<file path="src/tbsq_defines.vh">
// Constants for the test access port block
`ifndef TBSQ_DEFINES_VH
`define TBSQ_DEFINES_VH
// Controller states, one-hot
`define TBSQ_ST_RESET   16'h0001
`define TBSQ_ST_IDLE    16'h0002
`define TBSQ_ST_SELDR   16'h0004
`define TBSQ_ST_CAPDR   16'h0008
`define TBSQ_ST_SHDR    16'h0010
`define TBSQ_ST_EX1DR   16'h0020
`define TBSQ_ST_PAUSDR  16'h0040
`define TBSQ_ST_EX2DR   16'h0080
`define TBSQ_ST_UPDDR   16'h0100
`define TBSQ_ST_SELIR   16'h0200
`define TBSQ_ST_CAPIR   16'h0400
`define TBSQ_ST_SHIR    16'h0800
`define TBSQ_ST_EX1IR   16'h1000
`define TBSQ_ST_PAUSIR  16'h2000
`define TBSQ_ST_EX2IR   16'h4000
`define TBSQ_ST_UPDIR   16'h8000
// Instruction register
`define TBSQ_IR_CAPTURE 8'h81
`define TBSQ_IR_BYPASS  8'hff
`define TBSQ_IR_RESET   8'hff
`endif

</file>
<file path="src/tbsq_tap.v">
// Test access port controller with bypass and user data register
`timescale 1ns/1ps
`include "tbsq_defines.vh"
// How it works
// - Update-IR loads instruction on falling TCK
// - Bypass captures 0 leaving Capture-DR
// - Output enabled on falling edge entering Shift-DR
// - Bypass is one stage; 101 in gives 010
// - Exit1-DR releases output on falling edge
// - Update-DR loads holding stage on falling edge, except when bypass is selected
// - Capture-IR loads 10000001
module tbsq_tap #(
   parameter DR_W = 8
) (
   // Clock and reset
   input  wire            REF_CLK,
   input  wire            RST,
   // Test pins
   input  wire            TCK,
   input  wire            TMS,
   input  wire            TDI,
   output wire            TDO_O,
   output wire            TDO_OE,
   // Parallel side
   output wire [7:0]      IR_ACTIVE,
   output wire [DR_W-1:0] DR_HOLD,
   output wire            IN_RESET
);

// ----------------------------------------
// Helper functions
// ----------------------------------------
// Matches the one-hot state word against one state code
function in_state;
   input [15:0] cur;
   input [15:0] code;
   begin
      in_state = (cur == code);
   end
endfunction

// Controller state after one rising test clock edge
function [15:0] next_state;
   input [15:0] cur;
   input        ms;
   begin
      case (cur)
         `TBSQ_ST_RESET:
            next_state = ms ? `TBSQ_ST_RESET : `TBSQ_ST_IDLE;
         `TBSQ_ST_IDLE:
            next_state = ms ? `TBSQ_ST_SELDR : `TBSQ_ST_IDLE;
         `TBSQ_ST_SELDR:
            next_state = ms ? `TBSQ_ST_SELIR : `TBSQ_ST_CAPDR;
         `TBSQ_ST_CAPDR:
            next_state = ms ? `TBSQ_ST_EX1DR : `TBSQ_ST_SHDR;
         `TBSQ_ST_SHDR:
            next_state = ms ? `TBSQ_ST_EX1DR : `TBSQ_ST_SHDR;
         `TBSQ_ST_EX1DR:
            next_state = ms ? `TBSQ_ST_UPDDR : `TBSQ_ST_PAUSDR;
         `TBSQ_ST_PAUSDR:
            next_state = ms ? `TBSQ_ST_EX2DR : `TBSQ_ST_PAUSDR;
         `TBSQ_ST_EX2DR:
            next_state = ms ? `TBSQ_ST_UPDDR : `TBSQ_ST_SHDR;
         `TBSQ_ST_UPDDR:
            next_state = ms ? `TBSQ_ST_SELDR : `TBSQ_ST_IDLE;
         `TBSQ_ST_SELIR:
            next_state = ms ? `TBSQ_ST_RESET : `TBSQ_ST_CAPIR;
         `TBSQ_ST_CAPIR:
            next_state = ms ? `TBSQ_ST_EX1IR : `TBSQ_ST_SHIR;
         `TBSQ_ST_SHIR:
            next_state = ms ? `TBSQ_ST_EX1IR : `TBSQ_ST_SHIR;
         `TBSQ_ST_EX1IR:
            next_state = ms ? `TBSQ_ST_UPDIR : `TBSQ_ST_PAUSIR;
         `TBSQ_ST_PAUSIR:
            next_state = ms ? `TBSQ_ST_EX2IR : `TBSQ_ST_PAUSIR;
         `TBSQ_ST_EX2IR:
            next_state = ms ? `TBSQ_ST_UPDIR : `TBSQ_ST_SHIR;
         `TBSQ_ST_UPDIR:
            next_state = ms ? `TBSQ_ST_SELDR : `TBSQ_ST_IDLE;
         default:
            next_state = `TBSQ_ST_RESET;
      endcase
   end
endfunction

// ----------------------------------------
// Input synchronisers
// ----------------------------------------
reg [1:0] tck_s_r;
reg [1:0] tms_s_r;
reg [1:0] tdi_s_r;
reg       tck_d_r;

// Test clock and mode select idle high; starting the stages high
// keeps a false rising edge from following reset
always @(posedge REF_CLK or posedge RST) begin
   if (RST) begin
      tck_s_r <= 2'h3;
      tms_s_r <= 2'h3;
      tdi_s_r <= 2'h0;
      tck_d_r <= 1'h1;
   end else begin
      tck_s_r <= {tck_s_r[0], TCK};
      tms_s_r <= {tms_s_r[0], TMS};
      tdi_s_r <= {tdi_s_r[0], TDI};
      tck_d_r <= tck_s_r[1];
   end
end

wire tck_rise = tck_s_r[1] & ~tck_d_r;
wire tck_fall = ~tck_s_r[1] & tck_d_r;
wire tms      = tms_s_r[1];
wire tdi      = tdi_s_r[1];

// ----------------------------------------
// State and shift registers
// ----------------------------------------
reg [15:0]     state_r;
reg [7:0]      ir_sh_r;
reg            byp_r;
reg [DR_W-1:0] dr_sh_r;
reg [7:0]      ir_r;
reg [DR_W-1:0] dr_hold_r;
reg            tdo_r;
reg            tdo_oe_r;

reg [15:0]     state_nxt;
reg [7:0]      ir_sh_nxt;
reg            byp_nxt;
reg [DR_W-1:0] dr_sh_nxt;
reg [7:0]      ir_nxt;
reg [DR_W-1:0] dr_hold_nxt;
reg            tdo_nxt;
reg            tdo_oe_nxt;

wire bypass_sel = (ir_r == `TBSQ_IR_BYPASS);
wire shift_st   = in_state(state_r, `TBSQ_ST_SHDR) |
                  in_state(state_r, `TBSQ_ST_SHIR);

// ----------------------------------------
// Work done on rising TCK
// ----------------------------------------
// Mode select and serial input are taken only at a rising edge
always @* begin
   state_nxt = state_r;
   ir_sh_nxt = ir_sh_r;
   byp_nxt   = byp_r;
   dr_sh_nxt = dr_sh_r;
   if (tck_rise) begin
      state_nxt = next_state(state_r, tms);
      if (in_state(state_r, `TBSQ_ST_CAPIR)) begin
         ir_sh_nxt = `TBSQ_IR_CAPTURE;
      end else if (in_state(state_r, `TBSQ_ST_SHIR)) begin
         ir_sh_nxt = {tdi, ir_sh_r[7:1]};
      end
      if (in_state(state_r, `TBSQ_ST_CAPDR)) begin
         byp_nxt   = 1'h0;
         dr_sh_nxt = dr_hold_r;
      end else if (in_state(state_r, `TBSQ_ST_SHDR)) begin
         byp_nxt   = tdi;
         dr_sh_nxt = {tdi, dr_sh_r[DR_W-1:1]};
      end
   end
end

// ----------------------------------------
// Work done on falling TCK
// ----------------------------------------
// Updates and the serial output move only at a falling edge, so the
// far side always sees a settled bit at its next rising edge
always @* begin
   ir_nxt      = ir_r;
   dr_hold_nxt = dr_hold_r;
   tdo_nxt     = tdo_r;
   tdo_oe_nxt  = tdo_oe_r;
   if (tck_fall) begin
      if (in_state(state_r, `TBSQ_ST_RESET)) begin
         ir_nxt = `TBSQ_IR_RESET;
      end else if (in_state(state_r, `TBSQ_ST_UPDIR)) begin
         ir_nxt = ir_sh_r;
      end
      if (in_state(state_r, `TBSQ_ST_UPDDR) && !bypass_sel) begin
         dr_hold_nxt = dr_sh_r;
      end
      // Driven only in shift states, released elsewhere
      tdo_oe_nxt = shift_st;
      if (in_state(state_r, `TBSQ_ST_SHIR)) begin
         tdo_nxt = ir_sh_r[0];
      end else if (in_state(state_r, `TBSQ_ST_SHDR)) begin
         tdo_nxt = bypass_sel ? byp_r : dr_sh_r[0];
      end
   end
end

// ----------------------------------------
// Registers
// ----------------------------------------
always @(posedge REF_CLK or posedge RST) begin
   if (RST) begin
      state_r   <= `TBSQ_ST_RESET;
      ir_sh_r   <= 8'h00;
      byp_r     <= 1'h0;
      dr_sh_r   <= {DR_W{1'b0}};
      ir_r      <= `TBSQ_IR_RESET;
      dr_hold_r <= {DR_W{1'b0}};
      tdo_r     <= 1'h0;
      tdo_oe_r  <= 1'h0;
   end else begin
      state_r   <= state_nxt;
      ir_sh_r   <= ir_sh_nxt;
      byp_r     <= byp_nxt;
      dr_sh_r   <= dr_sh_nxt;
      ir_r      <= ir_nxt;
      dr_hold_r <= dr_hold_nxt;
      tdo_r     <= tdo_nxt;
      tdo_oe_r  <= tdo_oe_nxt;
   end
end

// ----------------------------------------
// Outputs
// ----------------------------------------
assign TDO_O     = tdo_r;
assign TDO_OE    = tdo_oe_r;
assign IR_ACTIVE = ir_r;
assign DR_HOLD   = dr_hold_r;
assign IN_RESET  = in_state(state_r, `TBSQ_ST_RESET);

endmodule

</file>
<file path="config.mk">
export PLATFORM = sky130hd
export DESIGN_NAME = tbsq_tap
export DESIGN_NICKNAME = d
export VERILOG_FILES = /design/src/tbsq_tap.v
export VERILOG_INCLUDE_DIRS = /design/src
export SDC_FILE = /design/constraint.sdc
export NUM_CORES = 1
export LEC_CHECK = 0
export BUFFER_PORTS_ARGS = -buffer_cell sky130_fd_sc_hd__clkbuf_2
export CORE_MARGIN = 3
export CORE_UTILIZATION = 35
export CTS_BUF_LIST = sky130_fd_sc_hd__clkbuf_2
export DETAILED_ROUTE_END_ITERATION = 8
export GPL_ROUTABILITY_DRIVEN = 0
export PLACE_DENSITY = 0.62
export SLEW_MARGIN = 20
export SYNTH_ARGS = -nofsm -noshare
export SYNTH_HDL_FRONTEND = slang
export SYNTH_SLANG_ARGS = --single-unit
export TNS_END_PERCENT = 30
</file>
<file path="constraint.sdc">
create_clock -name REF_CLK -period 3.26 [get_ports REF_CLK]
set_input_delay 0.978 -clock REF_CLK [delete_from_list [all_inputs] [get_ports REF_CLK]]
set_output_delay 0.978 -clock REF_CLK [all_outputs]
set_load 0.05 [all_outputs]
</file>
# Word-level counts from Yosys, hierarchy flattened
# Cells that the tools add are included.
# op_classes
n_reduce_logical	14
n_bitwise	5
n_eq_ne	17
n_mux	24
# ops
operator	count
one-hot mux 16 bit (12 select lines)	1
two-way mux 8 bit	7
two-way mux 16 bit	2
two-way mux 9 bit	2
== test 16 x 1 -> 1 bit, second input constant	1
== test 16 x 10 -> 1 bit, second input constant	1
== test 16 x 11 -> 1 bit, second input constant	1
== test 16 x 12 -> 1 bit, second input constant	1
== test 16 x 13 -> 1 bit, second input constant	1
== test 16 x 14 -> 1 bit, second input constant	1
== test 16 x 15 -> 1 bit, second input constant	1
== test 16 bit, second input constant	1
== test 16 x 2 -> 1 bit, second input constant	1
== test 16 x 3 -> 1 bit, second input constant	1
== test 16 x 4 -> 1 bit, second input constant	1
== test 16 x 5 -> 1 bit, second input constant	1
== test 16 x 6 -> 1 bit, second input constant	1
== test 16 x 7 -> 1 bit, second input constant	1
== test 16 x 8 -> 1 bit, second input constant	1
== test 16 x 9 -> 1 bit, second input constant	1
two-way mux 15 bit	1
two-way mux 13 bit	1
two-way mux 11 bit	1
two-way mux 10 bit	1
14 further kinds	28
# word_totals
ff_bits	58

# Logic depth before layout (Yosys ltp)
# Gate-level depths: netlist of run 1.
# logic_depth
depth_word	4
ltp_mapped	8
ltp_nobuf	6

# Least setup slack after synthesis of run 1
# OpenSTA, ideal clock, no wires.
# synth_path
path_type	register to output
from	register state_r[8]
to	output port IN_RESET
arrival_ns	1.898
path_stages_with_launch	6
path_slack_ns	0.384
path_buffers	2
cell_sequence	dfrtp_1 -> clkdlybuf4s15_2 -> nor4_1 -> nand2_1 -> nor2_1 -> clkbuf_1
# synth_via
elab_chain_cells	1
# synth_rtl
item	line_no	source
from (decl)	tbsq_tap.v:118	reg [15:0] state_r;
from (signal assigned)	tbsq_tap.v:200	state_r <= `TBSQ_ST_RESET;
from (signal assigned)	tbsq_tap.v:209	state_r <= state_nxt;
== test 16 x 1 -> 1 bit	tbsq_tap.v:38	in_state = (cur == code);
to (decl)	tbsq_tap.v:27	output wire IN_RESET
# Every way passes these cells.

# Worst setup path in the final report of run 1
# layout_path
from	register state_r[4]
to	output port IN_RESET
# Same word-level chain as after synthesis.

==> results of run 1 <==
==> cell type report <==
class	count	area, um^2
Inverter	4	15.0
Tap cell	102	128
Timing Repair Buffer	26	150
Clock buffer	9	45.0
Fill cell	766	4670
Sequential cell	58	1470
Clock inverter	7	70.1
Multi-Input combinational cell	208	1260
==> power by group through the flow <==
stage / sequential [mW] / combinational [mW] / clock (mW)
final: 0.899 / 0.561 / 0.455
after detailed placement: 0.914 / 0.560 / 0
after global routing: 0.915 / 0.626 / 0.508
after CTS: 0.901 / 0.564 / 0.471
after floorplan: 1.08 / 0.272 / 0
after global placement: 0.911 / 0.558 / 0
==> logic make-up after synthesis <==
kind of cell / count (synthesis)
multiplexers: 15
buffers and inverters: 23
XOR/XNOR: 6
AO/OA/AOI/OAI: 63
AND/OR/NAND/NOR: 124
flip-flops: 58
==> path summary, 6_finish.rpt <==
| kind | to | cells after the start | start |
|---|---|---|---|
| min | tms_s_r[1] | 0 | tms_s_r[0] |
| max in group asynchronous | IR_ACTIVE[1] | 3 | RST |
| min in group asynchronous | DR_HOLD[2] | 2 | RST |
| max | IN_RESET | 4 | state_r[4] |
| min reg2reg | tms_s_r[1] | 0 | tms_s_r[0] |
| max reg2reg | DR_HOLD[5] | 5 | state_r[4] |
==> cells in the mapped netlist, types with 3 or more instances <==
cell | number | area, um^2
mux2_2 | 8 | 90.1
dfrtp_1 | 44 | 1100
nor2b_1 | 4 | 25.0
or3_1 | 3 | 18.8
buf_6 | 4 | 45.0
clkbuf_1 | 7 | 26.3
nor2_1 | 26 | 97.6
nand4_1 | 3 | 18.8
nor3_1 | 5 | 25.0
o41ai_1 | 3 | 26.3
or4b_2 | 4 | 40.0
o22ai_1 | 4 | 25.0
a31oi_1 | 3 | 18.8
buf_2 | 4 | 20.0
xnor2_1 | 3 | 26.3
inv_1 | 4 | 15.0
a21oi_1 | 14 | 70.1
nand2_1 | 46 | 173
nand3_1 | 5 | 25.0
or4_4 | 3 | 33.8
mux2i_1 | 7 | 70.1
o21ai_0 | 31 | 155
nor4_1 | 7 | 43.8
xor2_1 | 3 | 26.3
dfstp_2 | 14 | 368
==> critical path: cells and delay by family (launching register included) <==
kind	cells	cell delay, ns
DFF	1	0.52
buffers and inverters	1	0.30
and+or+nand+nor	3	0.70
==> flip-flops by register name (all words and copies together) (netlist names) <==
register,cells
tck_d_r,1
tdi_s_r,2
DR_HOLD,8
state_r,16
dr_sh_r,8
tck_s_r,2
ir_sh_r,8
tms_s_r,2
byp_r,1
IR_ACTIVE,8
TDO_OE,1
TDO_O,1
==> metrics by stage <==
step / instance area [um^2] / instances / power (mW) / hold slack, ns / worst slack (ns)
floorplan: 2840 / 289 / 1.35 / 0.331 / 0.384
global placement: 2990 / 398 / 1.47 / 0.332 / 0.646
detailed placement: 2990 / 398 / 1.47 / 0.347 / 0.634
CTS: 3110 / 414 / 1.94 / 0.370 / 0.0452
global route: 3140 / 414 / 2.05 / 0.375 / 0.0320
finish: 3140 / 414 / 1.91 / 0.367 / 0.278
==> routing by layer <==
layer	vias up	routed length [um]	GRT usage [%]
met5	-	0	0
met4	0	57	4.15
met3	8	351	5.39
met2	60	2800	20.8
met1	1038	2710	19.9
li1	1062	-	-
==> run metrics, run 1 <==
clock sink total 58; relative slew slack 40.3%; vias in the first global route 2086; Adder-Cell Fraction of Synth Area 0%; clock power share 23.8%; PwrDens 611 nW/um^2; antenna-violating nets left 0; Iter 0 DRT Violations 221; yosys warns 0; Max Root-Sink Buffers 2; DRT Pass-1 Iters 4; Synth Instances 289; core footprint 7810 um^2; H-tree depth reported by CTS 3; worst path required time 2.28 ns; Hold Crit Class flip-flop to flip-flop; register share of total power 47.0%; RSZ-0062 raised after global routing false; multiplexer share of the synthesized area 5.65%; crit path kind flip-flop to output pin; FFs w/ async S/R, synth 100%; grt ovf 0; HPWL after DPL 3990 um; total die area 9220 um^2; share of cells above drive strength 1 26.6%; simple-gate area share of the yosys netlist 23.0%; status finished clean; antenna fix cells 0; Critical Path Start Type flip-flop; critical path endpoint category output pin; Internal 1.15 mW; Synth cell types 49; VDD IR max 0.288 mV; worst-case clock skew 0.0250 ns; transition time of the tightest slew-check pin 0.895 ns; Vias/cell 5.24; fin. max-slew vios 0; Synth Area in Compound Gates 12.9%; Final setup viols 0; residual DRC count 0; Core Util, Final 40.2%; Net Count, Synth 294; FMAX 335 MHz; switching fraction of total power 39.7%; Slowest-stage cell, CP dfrtp_1; Max Cap Viol 0; I/O Buffers 23; setup slack, reg-to-reg 0.71 ns; post-cts sizing count 0; first-pass GRT wire length 10200 um; post-synthesis area per instance 9.81 um^2; drt wl/cell 14.3 um; Post-synth EDFFs 0; most frequent cells in the layout nand2_1 (46), dfrtp_1 (44), clkbuf_2 (32), o21ai_0 (31), nor2_1 (26); Nets 312; total CTS buffers 9; Site Rows 32; I/O Pins 24; TritonCTS clock tree built; CP max stage delay 0.52 ns; total net switching power 0.760 mW; Yosys reg bits 58; combinational power share 29.3%; pin count of the biggest net entering global routing 31; post-synthesis xor/xnor area fraction 1.85%; Critical Path AT 2.00 ns; Setup TNS 0 ns; Post-Route WL 5920 um; Final Hold Viols 0; most common cell after layout, fill and taps aside nand2_1; initial antenna violation count 0; die width 96.0 um; mapped cell area 2840 um^2; critical path, cell by cell nor4_2 -> nand2_1 -> nor2_1 -> clkbuf_2; register area share after synthesis 51.8%; main combinational cell family by area after synthesis simple AND/OR/NAND/NOR gates; Global Route Usage Sum 14.3%; Root Driver clkbuf_2; Area Growth Syn to Fin 10.5%; Leak 1.42 nW; dominant synthesized flop cell dfrtp_1; register clock-pin slew on the reported worst setup and hold paths 0.18 ns; initial core utilization 36.3%; die height 96.0 um; Setup Fix Bufs, Post-CTS 0; clock latency on the worst-skew pair 0.49 ns; CP max FO 9; crit share post-route 91.5%; total number of vias 2168; # hold bufs at CTS 0; fin crit period 2.98 ns
Power figures use the tool's default switching activity.
==> run 2, diff against run 1 <==
--- a/config.mk
+++ b/config.mk
@@ -7,12 +7,15 @@
 export NUM_CORES = 1
 export LEC_CHECK = 0
 export BUFFER_PORTS_ARGS = -buffer_cell sky130_fd_sc_hd__clkbuf_2
+export CELL_PAD_IN_SITES_DETAIL_PLACEMENT = 2
+export CELL_PAD_IN_SITES_GLOBAL_PLACEMENT = 2
 export CORE_MARGIN = 3
 export CORE_UTILIZATION = 35
 export CTS_BUF_LIST = sky130_fd_sc_hd__clkbuf_2
 export DETAILED_ROUTE_END_ITERATION = 8
 export GPL_ROUTABILITY_DRIVEN = 0
-export PLACE_DENSITY = 0.62
+export GPL_TIMING_DRIVEN = 0
+export PLACE_DENSITY = 0.85
 export SLEW_MARGIN = 20
 export SYNTH_ARGS = -nofsm -noshare
 export SYNTH_HDL_FRONTEND = slang
==> run metrics, run 2 (synthesis results as in run 1) <==
Final WS setup 0.122 ns (-0.155 ns); switching fraction of total power 42.3% (+2.6 points); drt wl/cell 19.6 um (+37%); die height 96.0 um (unchanged); CP max FO 10 (+1); critical path endpoint category output pin; Top reg by flops state_r; Post-Route WL 8490 um (+43%); final cell area excluding filler cells 3240 um^2 (+3.5%); TritonCTS clock tree built; Hold Crit Class flip-flop to flip-flop; antenna-violating nets left 0 (unchanged); Root Driver clkbuf_2; worst-case clock skew 0.0368 ns (+0.0118 ns); first-pass GRT wire length 13500 um (+33%); relative slew slack 54.0% (+14 points); PwrDens 585 nW/um^2 (-4.2%); Global Route Usage Sum 19.8% (+5.5 points); Vias/cell 5.52 (+5.4%); I/O Pins 24 (unchanged); pin count of the biggest net entering global routing 34 (+9.7%); setup slack, reg-to-reg 0.59 ns (-0.12 ns); initial core utilization 36.3% (unchanged); most frequent cells in the layout nand2_1 (46), dfrtp_1 (43), clkbuf_2 (33), o21ai_0 (31), nor2_1 (25); residual DRC count 0 (unchanged); die width 96.0 um (unchanged); core footprint 7810 um^2 (unchanged); combinational power share 32.7% (+3.4 points); Iter 0 DRT Violations 127 (-43%); fin. max-slew vios 0 (unchanged); transition time of the tightest slew-check pin 0.683 ns (-0.212 ns); clock power share 19.6% (-4.2 points); worst hold path depth 0 (unchanged); share of cells above drive strength 1 28.8% (+2.2 points); Setup TNS 0 ns (unchanged); VDD IR max 0.189 mV (-34%); hold wc startpoint tck_s_r[0]; most common cell after layout, fill and taps aside nand2_1; H-tree depth reported by CTS 3 (unchanged); Max Root-Sink Buffers 2 (unchanged); Site Rows 32 (unchanged); hold slack final 0.366 ns (-0.00145 ns); FMAX 319 MHz (-4.9%); Critical Path Start Type flip-flop; Reg-to-Reg Start state_r[2]; number of flip-flops under the largest register name 16 (unchanged); Area Growth Syn to Fin 14.4%; total number of vias 2389 (+10%); worst path required time 2.28 ns (about the same); Critical Path AT 2.16 ns (+0.16 ns); status finished clean; total net switching power 0.803 mW (+5.7%); clock latency on the worst-skew pair 0.52 ns (+0.03 ns); Worst R2R End ir_sh_r[6]; clock sink total 58 (unchanged); total CTS buffers 9 (unchanged); Max Cap Viol 0 (unchanged); total die area 9220 um^2 (unchanged); Worst Reg-to-Reg Cells 7 (+2); Leak 1.48 nW (+4.8%); grt ovf 0 (unchanged); I/O Buffers 23 (unchanged); HPWL after DPL 6170 um (+55%); DRT Pass-1 Iters 4 (unchanged); crit share post-route 96.2% (+4.8 points); register share of total power 47.6% (+0.6 points); Placed Area 3100 um^2 (+3.6%); register clock-pin slew on the reported worst setup and hold paths 0.15 ns (-0.03 ns); initial antenna violation count 1 (+1); Nets 330 (+5.8%); Final setup viols 0 (unchanged); pre-CTS setup slack -0.0574 ns (-0.691 ns); vias in the first global route 2591 (+24%); # fillers 871 (+14%); crit path kind flip-flop to output pin; Hold Path End tck_s_r[1]; Internal 1.10 mW (-5.2%); Final Hold Viols 0 (unchanged); fin crit period 3.14 ns (+0.155 ns); Core Util, Final 41.6% (+1.4 points)
-- run 2: cell count changes in the layout (fill, tap and decap cells not counted), moves of 2 or more --
cell	before	now
buf_6	0	5
clkbuf_1	0	5
buf_2	0	4
buf_4	2	5
clkinv_1	1	3
clkinvlp_4	3	1
-- run 2: per-stage QoR --
step,power (mW),instances
final,1.90,433
after global routing,2.01,433
after CTS,1.90,430
after detailed placement,1.52,415
after global placement,1.47,414
after floorplan,1.35,289
-- run 2: worst max-delay path by stage --
stage / from / to / slack (ns) / cells past startpoint
global placement: state_r[8] / IN_RESET / 0.04 / 6
global route: state_r[6] / IN_RESET / -0.05 / 6
finish: state_r[8] / IN_RESET / 0.12 / 6
detailed placement: state_r[8] / IN_RESET / -0.06 / 6
floorplan: state_r[8] / IN_RESET / 0.38 / 5
CTS: state_r[5] / IN_RESET / 0.01 / 6
-- run 2: layout make-up --
cell class	count	area (um^2)	area share [%]
timing repair buffer	26	156	4.82
clock buffer	11	55.1	1.70
clock inverter	5	23.8	0.733
tap	102	128	3.93
sequential	58	1470	45.3
antenna	1	2.50	0.0771
buffer	18	121	3.74
inverter	4	17.5	0.540
multi-input combinational	208	1270	39.1
-- run 2: metal layers --
| metal | wire length [um] | track usage, % | up-vias |
|---|---|---|---|
| li1 | - | - | 1100 |
| met1 | 3570 | 23.2 | 1231 |
| met2 | 4450 | 34.6 | 43 |
| met3 | 278 | 4.85 | 15 |
| met4 | 193 | 7.70 | 0 |
| met5 | 0 | 0 | - |
-- run 2: power by group through the flow --
stage,logic [mW],registers (mW),clock network [mW]
after global placement,0.562,0.909,0
final,0.621,0.904,0.373
after detailed placement,0.602,0.919,0
after floorplan,0.272,1.08,0
after global routing,0.672,0.917,0.420
after CTS,0.616,0.906,0.377
-- run 2: what timing repair did --
action | 4_1_cts | 5_1_grt
hold buffers | 0 | 0
endpoints found under the setup margin | 1 | 1
buffers inserted | 0 | 2
hold endpoints to repair | 0 | 0
pin swaps | 1 | 3
resized for setup | 8 | 5
-- run 2: worst max-delay path, stage by stage (launching register included) --
cell             delay, ns
dfrtp_1               0.38
clkdlybuf4s15_2       0.29
nor4_4                0.35
nand2_1               0.15
nor2_2                0.13
buf_4                 0.19
buf_6                 0.17
